--- src/hdl/osf_regs.svh ---
// register offsets, field positions, reset values and timing counts of the sample buffer block
`ifndef OSF_REGS_SVH
`define OSF_REGS_SVH

`define OSF_ADDR_WR_POS 8'h04
`define OSF_ADDR_LOST 8'h05
`define OSF_ADDR_RD_POS 8'h06
`define OSF_ADDR_DATA 8'h07
`define OSF_ADDR_BUF_CFG 8'h08
`define OSF_ADDR_MODE 8'h09
`define OSF_ADDR_ACQ_CFG 8'h0A
`define OSF_ADDR_LAST 8'hFF

`define OSF_BUF_CFG_RESET 8'h00
`define OSF_MODE_RESET 8'h00
`define OSF_ACQ_CFG_RESET 8'h00

`define OSF_AVG_MSB 7
`define OSF_AVG_LSB 5
`define OSF_WRAP_BIT 4
`define OSF_AFULL_MSB 3
`define OSF_AFULL_LSB 0
`define OSF_PSAVE_BIT 7
`define OSF_SRST_BIT 6
`define OSF_MODE_MSB 2
`define OSF_MODE_LSB 0
`define OSF_RANGE_MSB 6
`define OSF_RANGE_LSB 5
`define OSF_RATE_MSB 4
`define OSF_RATE_LSB 2
`define OSF_PW_MSB 1
`define OSF_PW_LSB 0

`define OSF_MODE_HR 3'h2
`define OSF_MODE_DUAL 3'h3
`define OSF_MODE_MULTI 3'h7

`define OSF_DEPTH 32
`define OSF_LOST_MAX 5'h0F
`define OSF_SRST_CYCLES 4
`define OSF_RATE_MAX_BY_PW 12'hBBF

`endif

--- src/hdl/osf_pkg.sv ---
// types shared by the sample buffer block
package osf_pkg;
   typedef enum logic {OSF_RUN, OSF_SRST} osf_state_e;
   typedef logic [17:0] osf_sample_t;
   typedef logic [4:0] osf_ptr_t;
endpackage

--- src/hdl/osf_avg.sv ---
// per-channel averaging and decimation of converter samples
`timescale 1ns/100ps
module osf_avg #(
   parameter int W = 18,
   parameter int MAXSHIFT = 5
) (
   input wire logic clock,
   input wire logic arst_n,
   input wire logic clear,
   input wire logic inValid,
   input wire logic [W-1:0] inData,
   input wire logic [2:0] shiftCode,
   output logic outValid,
   output logic [W-1:0] outData
);
   logic [W+MAXSHIFT-1:0] sum_q, sum_d;
   logic [MAXSHIFT-1:0] cnt_q, cnt_d;
   logic outValid_q, outValid_d;
   logic [W-1:0] outData_q, outData_d;

   initial begin
      if (W < 1 || MAXSHIFT < 1 || MAXSHIFT > 7) begin
         $error("osf_avg: unsupported width or shift");
      end
   end

   always_comb begin
      logic [W+MAXSHIFT-1:0] total;
      logic [MAXSHIFT-1:0] last;
      total = sum_q + (W+MAXSHIFT)'(inData);
      last = MAXSHIFT'((32'd1 << shiftCode) - 32'd1);
      sum_d = sum_q;
      cnt_d = cnt_q;
      outValid_d = 1'b0;
      outData_d = outData_q;
      if (clear) begin
         sum_d = '0;
         cnt_d = '0;
      end else if (inValid) begin
         // decimate: one output per 2^shift inputs
         if (cnt_q == last) begin
            outData_d = W'(total >> shiftCode);
            outValid_d = 1'b1;
            sum_d = '0;
            cnt_d = '0;
         end else begin
            sum_d = total;
            cnt_d = cnt_q + MAXSHIFT'(1);
         end
      end
   end

   always_ff @(posedge clock or negedge arst_n) begin
      if (!arst_n) begin
         sum_q <= '0;
         cnt_q <= '0;
         outValid_q <= 1'b0;
         outData_q <= '0;
      end else begin
         sum_q <= sum_d;
         cnt_q <= cnt_d;
         outValid_q <= outValid_d;
         outData_q <= outData_d;
      end
   end

   assign outValid = outValid_q;
   assign outData = outData_q;
endmodule

--- src/hdl/osf_ctrl.sv ---
// sample buffer, acquisition control and register map of the optical sensor
`timescale 1ns/100ps
`include "osf_regs.svh"
// Notes on behaviour
// - write position advances once per stored sample
// - read position advances once per popped sample
// - power-on reset zeroes both positions
// - three bytes per channel, high bits first
// - averaging field selects 1 to 32 samples
// - wrap bit chooses overwrite or hold when full
// - almost-full flag at 32 minus field unread
// - power-save keeps registers, forces flags low
// - soft reset restores defaults, bit self-clears
// - soft reset raises no power-ready event
// - mode field selects red or red plus IR
// - mode change keeps settings and stored data
// - range field selects converter full scale
// - rate field selects 50 to 3200 sps
// - too-high rate clamped to width's maximum
// - pulse width field sets width and resolution
// - circular buffer of 32 sample entries
// - losses counted, saturate at 15, cleared on pop
// - data register reads keep the address pointer
// - stored values left-justified at bit 17
module osf_ctrl #(
   parameter int CLK_HZ = 50000000,
   parameter logic [11:0] RATE_MAX_BY_PW = `OSF_RATE_MAX_BY_PW
) (
   input wire logic clock,
   input wire logic arst_n,
   input wire logic regAddrLoad,
   input wire logic [7:0] regAddr,
   input wire logic regWrStb,
   input wire logic [7:0] regWrData,
   input wire logic regRdStb,
   output logic [7:0] regRdData,
   output logic sampleTick,
   input wire logic sampleValid,
   input wire logic [17:0] redSample,
   input wire logic [17:0] irSample,
   output logic [1:0] converterRangeSelect,
   output logic [2:0] sampleRateSelect,
   output logic [1:0] ledPulseWidthSelect,
   output logic powerSaveActive,
   output logic almostFullFlag,
   output logic powerReadyFlag,
   input wire logic powerReadyClear
);
   localparam int DEPTH = `OSF_DEPTH;

   initial begin
      if (CLK_HZ < 3200 || CLK_HZ / 50 >= (1 << 24)) begin
         $error("osf_ctrl: clock rate out of range");
      end
   end

   function automatic logic [2:0] rateMax(input logic [1:0] pw);
      rateMax = RATE_MAX_BY_PW[pw*3 +: 3];
   endfunction

   function automatic logic [23:0] ratePeriod(input logic [2:0] code);
      int sps;
      unique case (code)
         3'h0: sps = 50;
         3'h1: sps = 100;
         3'h2: sps = 200;
         3'h3: sps = 400;
         3'h4: sps = 800;
         3'h5: sps = 1000;
         3'h6: sps = 1600;
         3'h7: sps = 3200;
      endcase
      ratePeriod = 24'(CLK_HZ / sps);
   endfunction

   function automatic logic modeValid(input logic [2:0] m);
      modeValid = (m == `OSF_MODE_HR) || (m == `OSF_MODE_DUAL) || (m == `OSF_MODE_MULTI);
   endfunction

   osf_pkg::osf_state_e state_q, state_d;
   logic [2:0] srstCnt_q, srstCnt_d;
   osf_pkg::osf_sample_t mem_q [DEPTH][2];
   osf_pkg::osf_sample_t mem_d [DEPTH][2];
   osf_pkg::osf_ptr_t wr_q, wr_d, rd_q, rd_d, latch_q, latch_d;
   logic full_q, full_d;
   logic [4:0] lost_q, lost_d;
   logic [2:0] byteIdx_q, byteIdx_d;
   logic [7:0] addr_q, addr_d, bufCfg_q, bufCfg_d, acqCfg_q, acqCfg_d, rdData_q, rdData_d;
   logic psave_q, psave_d;
   logic [2:0] mode_q, mode_d;
   logic [23:0] divCnt_q, divCnt_d;
   logic tick_q, tick_d, afull_q, afull_d, pwrRdy_q, pwrRdy_d, porSeen_q;
   logic avgValid, avgClear, running;
   osf_pkg::osf_sample_t redAvg, irAvg;
   logic [2:0] avgShift;

   // averaging codes above 100 all select 32 samples
   assign avgShift = (bufCfg_q[`OSF_AVG_MSB:`OSF_AVG_LSB] > 3'h4) ? 3'h5 : bufCfg_q[`OSF_AVG_MSB:`OSF_AVG_LSB];
   assign running = modeValid(mode_q) && !psave_q && (state_q == osf_pkg::OSF_RUN);
   assign avgClear = !running;

   osf_avg #(.W(18), .MAXSHIFT(5)) u_avgRed (
      .clock(clock), .arst_n(arst_n), .clear(avgClear), .inValid(sampleValid && running),
      .inData(redSample), .shiftCode(avgShift), .outValid(avgValid), .outData(redAvg)
   );
   osf_avg #(.W(18), .MAXSHIFT(5)) u_avgIr (
      .clock(clock), .arst_n(arst_n), .clear(avgClear), .inValid(sampleValid && running),
      .inData(irSample), .shiftCode(avgShift), .outValid(), .outData(irAvg)
   );

   always_comb begin
      osf_pkg::osf_ptr_t sel;
      logic [1:0] pw, ch;
      logic [2:0] lastByte;
      logic [5:0] unread;
      logic [17:0] word, mask;
      logic empty, dual;
      sel = '0;
      ch = '0;
      word = '0;
      unread = '0;
      empty = !full_q && (wr_q == rd_q);
      pw = acqCfg_q[`OSF_PW_MSB:`OSF_PW_LSB];
      dual = (mode_q != `OSF_MODE_HR);
      lastByte = dual ? 3'h5 : 3'h2;
      // bits below the selected resolution read zero; data stays left-justified
      mask = 18'h3FFFF << (2'h3 - pw);
      state_d = state_q;
      srstCnt_d = srstCnt_q;
      mem_d = mem_q;
      wr_d = wr_q;
      rd_d = rd_q;
      latch_d = latch_q;
      full_d = full_q;
      lost_d = lost_q;
      byteIdx_d = byteIdx_q;
      addr_d = addr_q;
      bufCfg_d = bufCfg_q;
      acqCfg_d = acqCfg_q;
      rdData_d = rdData_q;
      psave_d = psave_q;
      mode_d = mode_q;
      if (regAddrLoad) begin
         addr_d = regAddr;
         byteIdx_d = '0;
      end else if (regRdStb) begin
         if (addr_q == `OSF_ADDR_DATA) begin
            sel = (byteIdx_q == 3'h0) ? rd_q : latch_q;
            ch = (byteIdx_q > 3'h2) ? 2'h1 : 2'h0;
            word = mem_q[sel][ch[0]];
            // byte order: bits 17:16, then 15:8, then 7:0
            unique case (byteIdx_q - (ch[0] ? 3'h3 : 3'h0))
               3'h0: rdData_d = {6'h00, word[17:16]};
               3'h1: rdData_d = word[15:8];
               default: rdData_d = word[7:0];
            endcase
            if (byteIdx_q == 3'h0) begin
               latch_d = rd_q;
               if (!empty) begin
                  rd_d = rd_q + 5'h01;
                  full_d = 1'b0;
                  lost_d = '0;
               end
            end
            byteIdx_d = (byteIdx_q >= lastByte) ? 3'h0 : byteIdx_q + 3'h1;
            // address pointer holds on the data register
         end else begin
            unique case (addr_q)
               `OSF_ADDR_WR_POS: rdData_d = {3'h0, wr_q};
               `OSF_ADDR_LOST: rdData_d = {3'h0, lost_q};
               `OSF_ADDR_RD_POS: rdData_d = {3'h0, rd_q};
               `OSF_ADDR_BUF_CFG: rdData_d = bufCfg_q;
               `OSF_ADDR_MODE: rdData_d = {psave_q, state_q == osf_pkg::OSF_SRST, 3'h0, mode_q};
               `OSF_ADDR_ACQ_CFG: rdData_d = {1'b0, acqCfg_q[6:0]};
               default: rdData_d = 8'h00;
            endcase
            if (addr_q != `OSF_ADDR_LAST) begin
               addr_d = addr_q + 8'h01;
            end
         end
      end else if (regWrStb) begin
         unique case (addr_q)
            `OSF_ADDR_WR_POS: begin
               if (modeValid(mode_q)) begin
                  wr_d = regWrData[4:0];
                  full_d = 1'b0;
                  byteIdx_d = '0;
               end
            end
            `OSF_ADDR_LOST: lost_d = regWrData[4:0];
            `OSF_ADDR_RD_POS: begin
               rd_d = regWrData[4:0];
               full_d = 1'b0;
               byteIdx_d = '0;
            end
            `OSF_ADDR_BUF_CFG: bufCfg_d = regWrData;
            `OSF_ADDR_MODE: begin
               psave_d = regWrData[`OSF_PSAVE_BIT];
               mode_d = regWrData[`OSF_MODE_MSB:`OSF_MODE_LSB];
               if (regWrData[`OSF_SRST_BIT]) begin
                  state_d = osf_pkg::OSF_SRST;
                  srstCnt_d = 3'(`OSF_SRST_CYCLES - 1);
               end
            end
            `OSF_ADDR_ACQ_CFG: begin
               acqCfg_d = {1'b0, regWrData[6:0]};
               // rate beyond what the pulse width allows is replaced by the maximum
               if (regWrData[`OSF_RATE_MSB:`OSF_RATE_LSB] > rateMax(regWrData[`OSF_PW_MSB:`OSF_PW_LSB])) begin
                  acqCfg_d[`OSF_RATE_MSB:`OSF_RATE_LSB] = rateMax(regWrData[`OSF_PW_MSB:`OSF_PW_LSB]);
               end
            end
            default: ;
         endcase
         if (addr_q != `OSF_ADDR_LAST) begin
            addr_d = addr_q + 8'h01;
         end
      end
      if (avgValid && running) begin
         if (full_d) begin
            lost_d = (lost_d >= `OSF_LOST_MAX) ? `OSF_LOST_MAX : lost_d + 5'h01;
         end
         if (!full_d || bufCfg_q[`OSF_WRAP_BIT]) begin
            mem_d[wr_d][0] = redAvg & mask;
            mem_d[wr_d][1] = dual ? (irAvg & mask) : 18'h00000;
            if (full_d) begin
               rd_d = rd_d + 5'h01;
            end
            full_d = (wr_d + 5'h01) == rd_d;
            wr_d = wr_d + 5'h01;
         end
      end
      if (state_q == osf_pkg::OSF_SRST) begin
         // hold every mapped register and the memory at power-on values until the sequence ends; address pointer keeps its value
         wr_d = '0;
         rd_d = '0;
         latch_d = '0;
         full_d = 1'b0;
         lost_d = '0;
         byteIdx_d = '0;
         bufCfg_d = `OSF_BUF_CFG_RESET;
         acqCfg_d = `OSF_ACQ_CFG_RESET;
         psave_d = 1'(`OSF_MODE_RESET >> `OSF_PSAVE_BIT);
         mode_d = 3'(`OSF_MODE_RESET);
         for (int i = 0; i < DEPTH; i++) begin
            mem_d[i][0] = '0;
            mem_d[i][1] = '0;
         end
         if (srstCnt_q == 3'h0) begin
            state_d = osf_pkg::OSF_RUN;
         end else begin
            srstCnt_d = srstCnt_q - 3'h1;
         end
      end
      unread = full_d ? 6'd32 : {1'b0, 5'(wr_d - rd_d)};
      // level while backlog reaches 32 minus the field; forced low in power-save
      afull_d = !psave_d && (unread >= (6'd32 - {2'h0, bufCfg_d[`OSF_AFULL_MSB:`OSF_AFULL_LSB]}));
      // set only by power-on, never by soft reset; set wins over clear
      pwrRdy_d = !psave_d && (!porSeen_q || (pwrRdy_q && !powerReadyClear));
      divCnt_d = divCnt_q + 24'h000001;
      tick_d = 1'b0;
      if (!running) begin
         divCnt_d = '0;
      end else if (divCnt_q >= ratePeriod(acqCfg_q[`OSF_RATE_MSB:`OSF_RATE_LSB]) - 24'h000001) begin
         divCnt_d = '0;
         tick_d = 1'b1;
      end
   end

   always_ff @(posedge clock or negedge arst_n) begin
      if (!arst_n) begin
         state_q <= osf_pkg::OSF_RUN;
         srstCnt_q <= '0;
         for (int i = 0; i < DEPTH; i++) begin
            mem_q[i][0] <= '0;
            mem_q[i][1] <= '0;
         end
         wr_q <= '0;
         rd_q <= '0;
         latch_q <= '0;
         full_q <= 1'b0;
         lost_q <= '0;
         byteIdx_q <= '0;
         addr_q <= '0;
         bufCfg_q <= `OSF_BUF_CFG_RESET;
         acqCfg_q <= `OSF_ACQ_CFG_RESET;
         rdData_q <= '0;
         psave_q <= 1'b0;
         mode_q <= '0;
         divCnt_q <= '0;
         tick_q <= 1'b0;
         afull_q <= 1'b0;
         pwrRdy_q <= 1'b0;
         porSeen_q <= 1'b0;
      end else begin
         state_q <= state_d;
         srstCnt_q <= srstCnt_d;
         mem_q <= mem_d;
         wr_q <= wr_d;
         rd_q <= rd_d;
         latch_q <= latch_d;
         full_q <= full_d;
         lost_q <= lost_d;
         byteIdx_q <= byteIdx_d;
         addr_q <= addr_d;
         bufCfg_q <= bufCfg_d;
         acqCfg_q <= acqCfg_d;
         rdData_q <= rdData_d;
         psave_q <= psave_d;
         mode_q <= mode_d;
         divCnt_q <= divCnt_d;
         tick_q <= tick_d;
         afull_q <= afull_d;
         pwrRdy_q <= pwrRdy_d;
         porSeen_q <= 1'b1;
      end
   end

   assign regRdData = rdData_q;
   assign sampleTick = tick_q;
   assign converterRangeSelect = acqCfg_q[`OSF_RANGE_MSB:`OSF_RANGE_LSB];
   assign sampleRateSelect = acqCfg_q[`OSF_RATE_MSB:`OSF_RATE_LSB];
   assign ledPulseWidthSelect = acqCfg_q[`OSF_PW_MSB:`OSF_PW_LSB];
   assign powerSaveActive = psave_q;
   assign almostFullFlag = afull_q;
   assign powerReadyFlag = pwrRdy_q;

   logic popNow, pushOk, quietPtr;
   assign popNow = regRdStb && !regAddrLoad && addr_q == `OSF_ADDR_DATA && byteIdx_q == 3'h0
      && !(!full_q && wr_q == rd_q) && state_q == osf_pkg::OSF_RUN;
   assign quietPtr = !(regWrStb && !regAddrLoad && !regRdStb) && state_q == osf_pkg::OSF_RUN;
   assign pushOk = avgValid && running && quietPtr && !regRdStb;
endmodule

--- config.mk ---
export PLATFORM = sky130hd
export DESIGN_NAME = osf_ctrl
export DESIGN_NICKNAME = d
export VERILOG_FILES = /design/src/hdl/osf_pkg.sv /design/src/hdl/osf_avg.sv /design/src/hdl/osf_ctrl.sv
export VERILOG_INCLUDE_DIRS = /design/src /design/src/hdl
export SDC_FILE = /design/constraint.sdc
export NUM_CORES = 2
export LEC_CHECK = 0
export BUFFER_PORTS_ARGS = -buffer_cell sky130_fd_sc_hd__buf_2
export CAP_MARGIN = 20
export CORE_MARGIN = 1
export CORE_UTILIZATION = 39
export CTS_CLUSTER_DIAMETER = 120
export DETAILED_ROUTE_END_ITERATION = 8
export PLACE_DENSITY = 0.53
export SLEW_MARGIN = 20
export SYNTH_ARGS = -nofsm -noshare
export SYNTH_HDL_FRONTEND = slang
export SYNTH_SLANG_ARGS = --single-unit
--- constraint.sdc ---
create_clock -name clock -period 181.3 [get_ports clock]
set_input_delay 45.325 -clock clock [delete_from_list [all_inputs] [get_ports clock]]
set_output_delay 45.325 -clock clock [all_outputs]
set_load 0.03 [all_outputs]
**Word level (Yosys, flattened, before mapping)**

Memories as Yosys holds them, arrays and structs flattened.
Cells that the tools add are included.
Widths: inputs -> output; s select.

- Multipliers: 1
- Reductions and logical operators: 43
- Equality and inequality tests: 23
- Shift operators: 5
- Div/mod/pow operators: 1
- Bitwise gates (word level): 7
- Mux-type cells: 140
- Add/sub/neg operators: 18
- Order comparisons: 11

Operators with widths:

| cell | count |
|---|---|
| $mux 1152 | 3 |
| $bwmux 1152 | 2 |
| $demux 36 s5 | 2 |
| $mux 5 | 43 |
| $bmux 36 s5 | 1 |
| $mux 23 | 6 |
| $mux 36 | 3 |
| $mux 18 | 5 |
| $mux 8 | 11 |
| $mux 3 | 22 |
| $mux 24 | 2 |
| $pmux 8 s6 | 1 |
| $add 23x18->23 | 2 |
| $shr 23x3->18 | 2 |
| $and 18x18->18 | 2 |
| $mux 7 | 5 |
| $div 27x32->32 const A | 1 |
| $eq 8x3->1 const B | 4 |
| $mux 32 | 1 |
| $add 5x1->5 const B | 6 |
| $mux 1 | 28 |
| $add 24x1->24 const B | 1 |
| $eq 8x4->1 const B | 3 |
| $ge 24x24->1 | 1 |
| 51 further kinds | 92 |

- Register bits: 1336
- Input bits: 59
- Word-level logic and storage cells: 341
- Memories: 1
- Output and inout bits: 19
- Bits in read-only memories: 88

Memories:

| memory | depth | bits a word | read ports | clocked after Yosys merged registers in | wr ports | RTL line | source |
|---|---|---|---|---|---|---|---|
| (no name shown) | 8 | 11 | 1 | 0 | 0 | osf_ctrl.sv:63 | `unique case (code)` |

**Depth between registers and ports, before layout**

- Depth after elaboration: 19
- Gate-level depth with buffers: 353
- Depth with buffers taken out: 317

**Cells and area by module**

Synthesis repeated with hierarchy kept, for this count alone.

- Cells, all modules: 11726
- Area, all modules: 90110.2 um^2

By module, submodules not included:

| module | instances | area an instance (um^2) | cells an instance | seq. area each (um^2) |
|---|---|---|---|---|
| osf_ctrl | 1 | 82628.0 | 10868 | 31104.8 |
| osf_avg | 2 | 3741.1 | 429 | 1176.1 |

**Least setup slack after synthesis**

OpenSTA, ideal clock, no wires.

- Path type: register to register
- Start: reg acqCfg_q[3]
- End: reg divCnt_q[10]
- Data arrival time: 59.298 ns
- Buffers on the path: 34
- Setup time: 0.072 ns
- Cell stages (with the launch flop): 332
- Path slack: 121.930 ns
- Cell sequence: dfrtp_1 buf_4 inv_1 buf_6 buf_6 ha_1 buf_6 clkbuf_4 clkbuf_1 mux2i_1 ha_1 or3_1 a31oi_1 ha_1 or3_4 o22ai_2 or3_1 mux2_2 (+296 left out) o21ai_0 nand2b_1 a21oi_1 o31ai_1 a21o_1 a21o_1 a21oi_1 nor2b_1 o21ai_0 nand2b_1 a21oi_1 nor2b_1 o21ai_0 nand2b_1 inv_1 nand2_1 clkbuf_1 nor2_1

- Longest elaborated chain between the ends: 7

Ends and longest elaborated chain:

| what | RTL line | source |
|---|---|---|
| start: declaration | osf_ctrl.sv:88 | `logic [7:0] addr_q, addr_d, bufCfg_q, bufCfg_d, acqCfg_q, acqCfg_d, rdData_q, rdData_d;` |
| start signal: assignment | osf_ctrl.sv:285 | `` acqCfg_q <= `OSF_ACQ_CFG_RESET; `` |
| start signal: assignment | osf_ctrl.sv:306 | `acqCfg_q <= acqCfg_d;` |
| $mem_v2 8x11 | -- |  |
| $mux 32 | osf_ctrl.sv:261 | `if (!running) begin` |
| $div 27x32->32 | osf_ctrl.sv:73 | `ratePeriod = 24'(CLK_HZ / sps);` |
| $sub 24x1->24 | osf_ctrl.sv:263 | `` end else if (divCnt_q >= ratePeriod(acqCfg_q[`OSF_RATE_MSB:`OSF_RATE_LSB]) - 24'h000001) begin `` |
| $ge 24x24->1 | osf_ctrl.sv:263 |  |
| $mux 24 | osf_ctrl.sv:263 |  |
| $mux 24 | osf_ctrl.sv:261 |  |
| via divCnt_d[10] | osf_ctrl.sv:91 | `logic [23:0] divCnt_q, divCnt_d;` |
| end signal: assignment | osf_ctrl.sv:310 | `divCnt_q <= divCnt_d;` |
| end: declaration | osf_ctrl.sv:91 |  |

The timed path passes the listed nets, and every way through them passes these cells. The select of a mux whose other input is x is not followed.
A chain may end at the register's enable or synchronous reset.

**Worst setup path after layout**

- Start: reg acqCfg_q[3]
- End: reg divCnt_q[23]

The elaborated chain is that of the path after synthesis.

==> results.yml <==
cells_and_area:
  fin_area_um2: 97800
  postLayoutCoreUtil: 0.424
  nets: 10925
  multi_input_area_um2: 52700
  area_growth_pct: 7.89
  drive_gt1_frac: 0.0764
  regArea_um2: 33400
  fillerInstances: 22986
detailed_routing:
  vias: 85623
  ant_nets: 0
  drc: 0
  via_per_inst: 6.24
  drt_first_iter_violations: 8051
  routedWlPerCell_um: 25.6
  wirelength_um: 351000
  first_pass_iters: 6
grt:
  grt_max_degree: 178
  grt_use_total: 0.291
  gr-max-usage-layer: "met2"
  met3_usage: 0.0349
  grt_util_met1: 0.381
  grt_pass1_wl_um: 532000
  grt_pass1_vias: 83148
  met2_usage: 0.480
  antenna_found_initial: 7
  grt-ovfl-total: 0
timing:
  skew_ps: 39.9
  setup_tns_ps: 0
  max_slew_margin: 0.181
  timing.hold.ws_ps: 419
  finalSetupViolCount: 0
  hold_violations: 0
  tightest_slew_ps: 1220
  max_freq_mhz: 13.7
  rsz0062_at_grt: "false"
  final.min_clock_period_ps: 72980
  drv_slew: 0
  timing.final.crit_share: 0.403
floorplanning:
  die_x_um: 484
  std_cell_rows: 176
  ios: 78
  core_um2: 231000
  die-height_um: 484
  start_util: 0.393
  fp.dieArea_um2: 234000
yosys:
  syn_area_um2: 90600
  ys_types: 160
  ys_seq_area_frac: 0.369
  synth_common_cells: "nand2_1 (2625), dfrtp_1 (1336), a21oi_1 (960), clkbuf_1 (764), a22o_1 (717)"
  synth-async-reset-ratio: 1.00
  ys_ff_latch: 1336
  syn_inst: 11070
  ys_warn_count: 0
  synth_most_common_cell: "nand2_1"
  syn_avg_cell_area_um2: 8.19
  synth-edff-count: 0
  synth_largest_area_cell: "dfrtp_1"
  synth_area_leaders: "dfrtp_1 (37%), nand2_1 (11%), a22o_1 (6.9%), a21oi_1 (5.3%), ha_1 (4.1%)"
  yosys.area.top_type_share: 0.369
  synthFlopType: "dfrtp_1"
clocking:
  cts_hold_buf: 0
  htreeDepth: 4
  cts_buffers: 150
  ctsResizeCount: 0
  clockBufferDepth: 3
  clkSlewWorstSetupHoldPaths_ps: 60
  clk_latency_ps: 810
  cts_root_buf: "clkbuf_16"
  post_cts_buffers: 0
  cts_tree: "yes"
  cts.sinks: 1336
critical_path:
  crit_buf_inv: 12
  cp_max_fo: 52
  path_class: "reg2reg"
  critPathLaunchType: "register"
  cpMaxStageDelayCell: "nor3_2"
  worstPathArrival_ps: 73690
  required_ps: 182010
  critical_path.most_common_cell: "a21oi_1"
  cpPeakStageDelay_ps: 810
  critPathTopFamily: "compound AO/OA/AOI/OAI gates"
  worst_setup_path_end_kind: "register"
placed_design:
  placed_cell_area_um2: 92700
  place_congestion: 0.921
  hpwlAfterDp_um: 233000
  numPortBuffers: 77
flow_run:
  maxCapViolCount: 0
hold_path:
  hold_class: "reg2reg"
status:
  outcome: "completed"
[worst register-to-register path: cells and delay by family (launching register included)]
kind,cells,cell delay [ps]
AO/OA/AOI/OAI,132,29530
XOR/XNOR,3,680
adder cells (fa/ha/maj),29,9700
buffers and inverters,12,2940
flip-flops,1,550
multiplexers,8,3310
AND/OR/NAND/NOR,106,26140
[per-layer routing]
layer / part of all wire / up-vias
li1: - / 38713
met1: 0.42 / 42916
met2: 0.47 / 3276
met3: 0.061 / 716
met4: 0.046 / 2
met5: 0.000037 / -
[state kept, by name, summed over array words and instances (netlist names), 5 cells and up]
name and cells:
u_avgRed.cnt_q 5, latch_q 5, rd_q 5, u_avgRed.outData 18, addr_q 8, u_avgIr.cnt_q 5, u_avgIr.outData 18, mem_q 1152
acqCfg_q 7, lost_q 5, bufCfg_q 8, u_avgRed.sum_q 23, wr_q 5, divCnt_q 24, regRdData 8, u_avgIr.sum_q 23
[worst paths after layout]
kind	start	slack (ps)	endpoint	cells after the start
max	acqCfg_q[3]	108320	divCnt_q[23]	290
min	porSeen_q	420	powerReadyFlag	1
max reg2reg	acqCfg_q[3]	108320	divCnt_q[23]	290
min reg2reg	porSeen_q	420	powerReadyFlag	1
max in group asynchronous	arst_n	131900	bufCfg_q[6]	6
min in group asynchronous	arst_n	44550	mem_q[402]	1
[layout by cell type (no fill, tap or decap), drive strengths merged, types with 131 or more instances in the layout]
cell and n:
o21ai 358, and3 245, xnor2 229, inv 168, nand2 2631, buf 288
nand3 442, mux2i 133, a21oi 965, a311oi 237, clkbuf 228, nor2 495
a31oi 157, ha 294, a22o 717, nor3 131, dfrtp 1336
[final cells by class]
type                    instances  share of cell area
clock inverters                42             0.00514
repair buffers                289              0.0224
clock buffers                 228              0.0461
flip-flops and latches       1336               0.342
multi-input cells            8631               0.539
well taps                    3026              0.0387
inverters                     161             0.00620
diodes                          6            0.000154
[per-stage QoR]
stage	worst slack, ps	instances
after CTS	109480	13710
after floorplan	121930	11072
after global routing	102700	13715
after global placement	111250	13439
after detailed placement	109720	13440
final	108320	13719
[kinds of logic after synthesis]
| group | after synthesis | share of synthesized area |
|---|---|---|
| flops | 1336 | 0.369 |
| mux | 193 | 0.0244 |
| xor+xnor | 346 | 0.0339 |
| compound gates | 3244 | 0.253 |
| fa+ha+maj | 297 | 0.0412 |
| other cells | 2 | 0.0000829 |
| simple gates | 4547 | 0.226 |
| buf+inv | 1105 | 0.0522 |
Power is not shown: default switching activity piles up to over one toggle a cycle in this logic, so the estimate is an artifact.
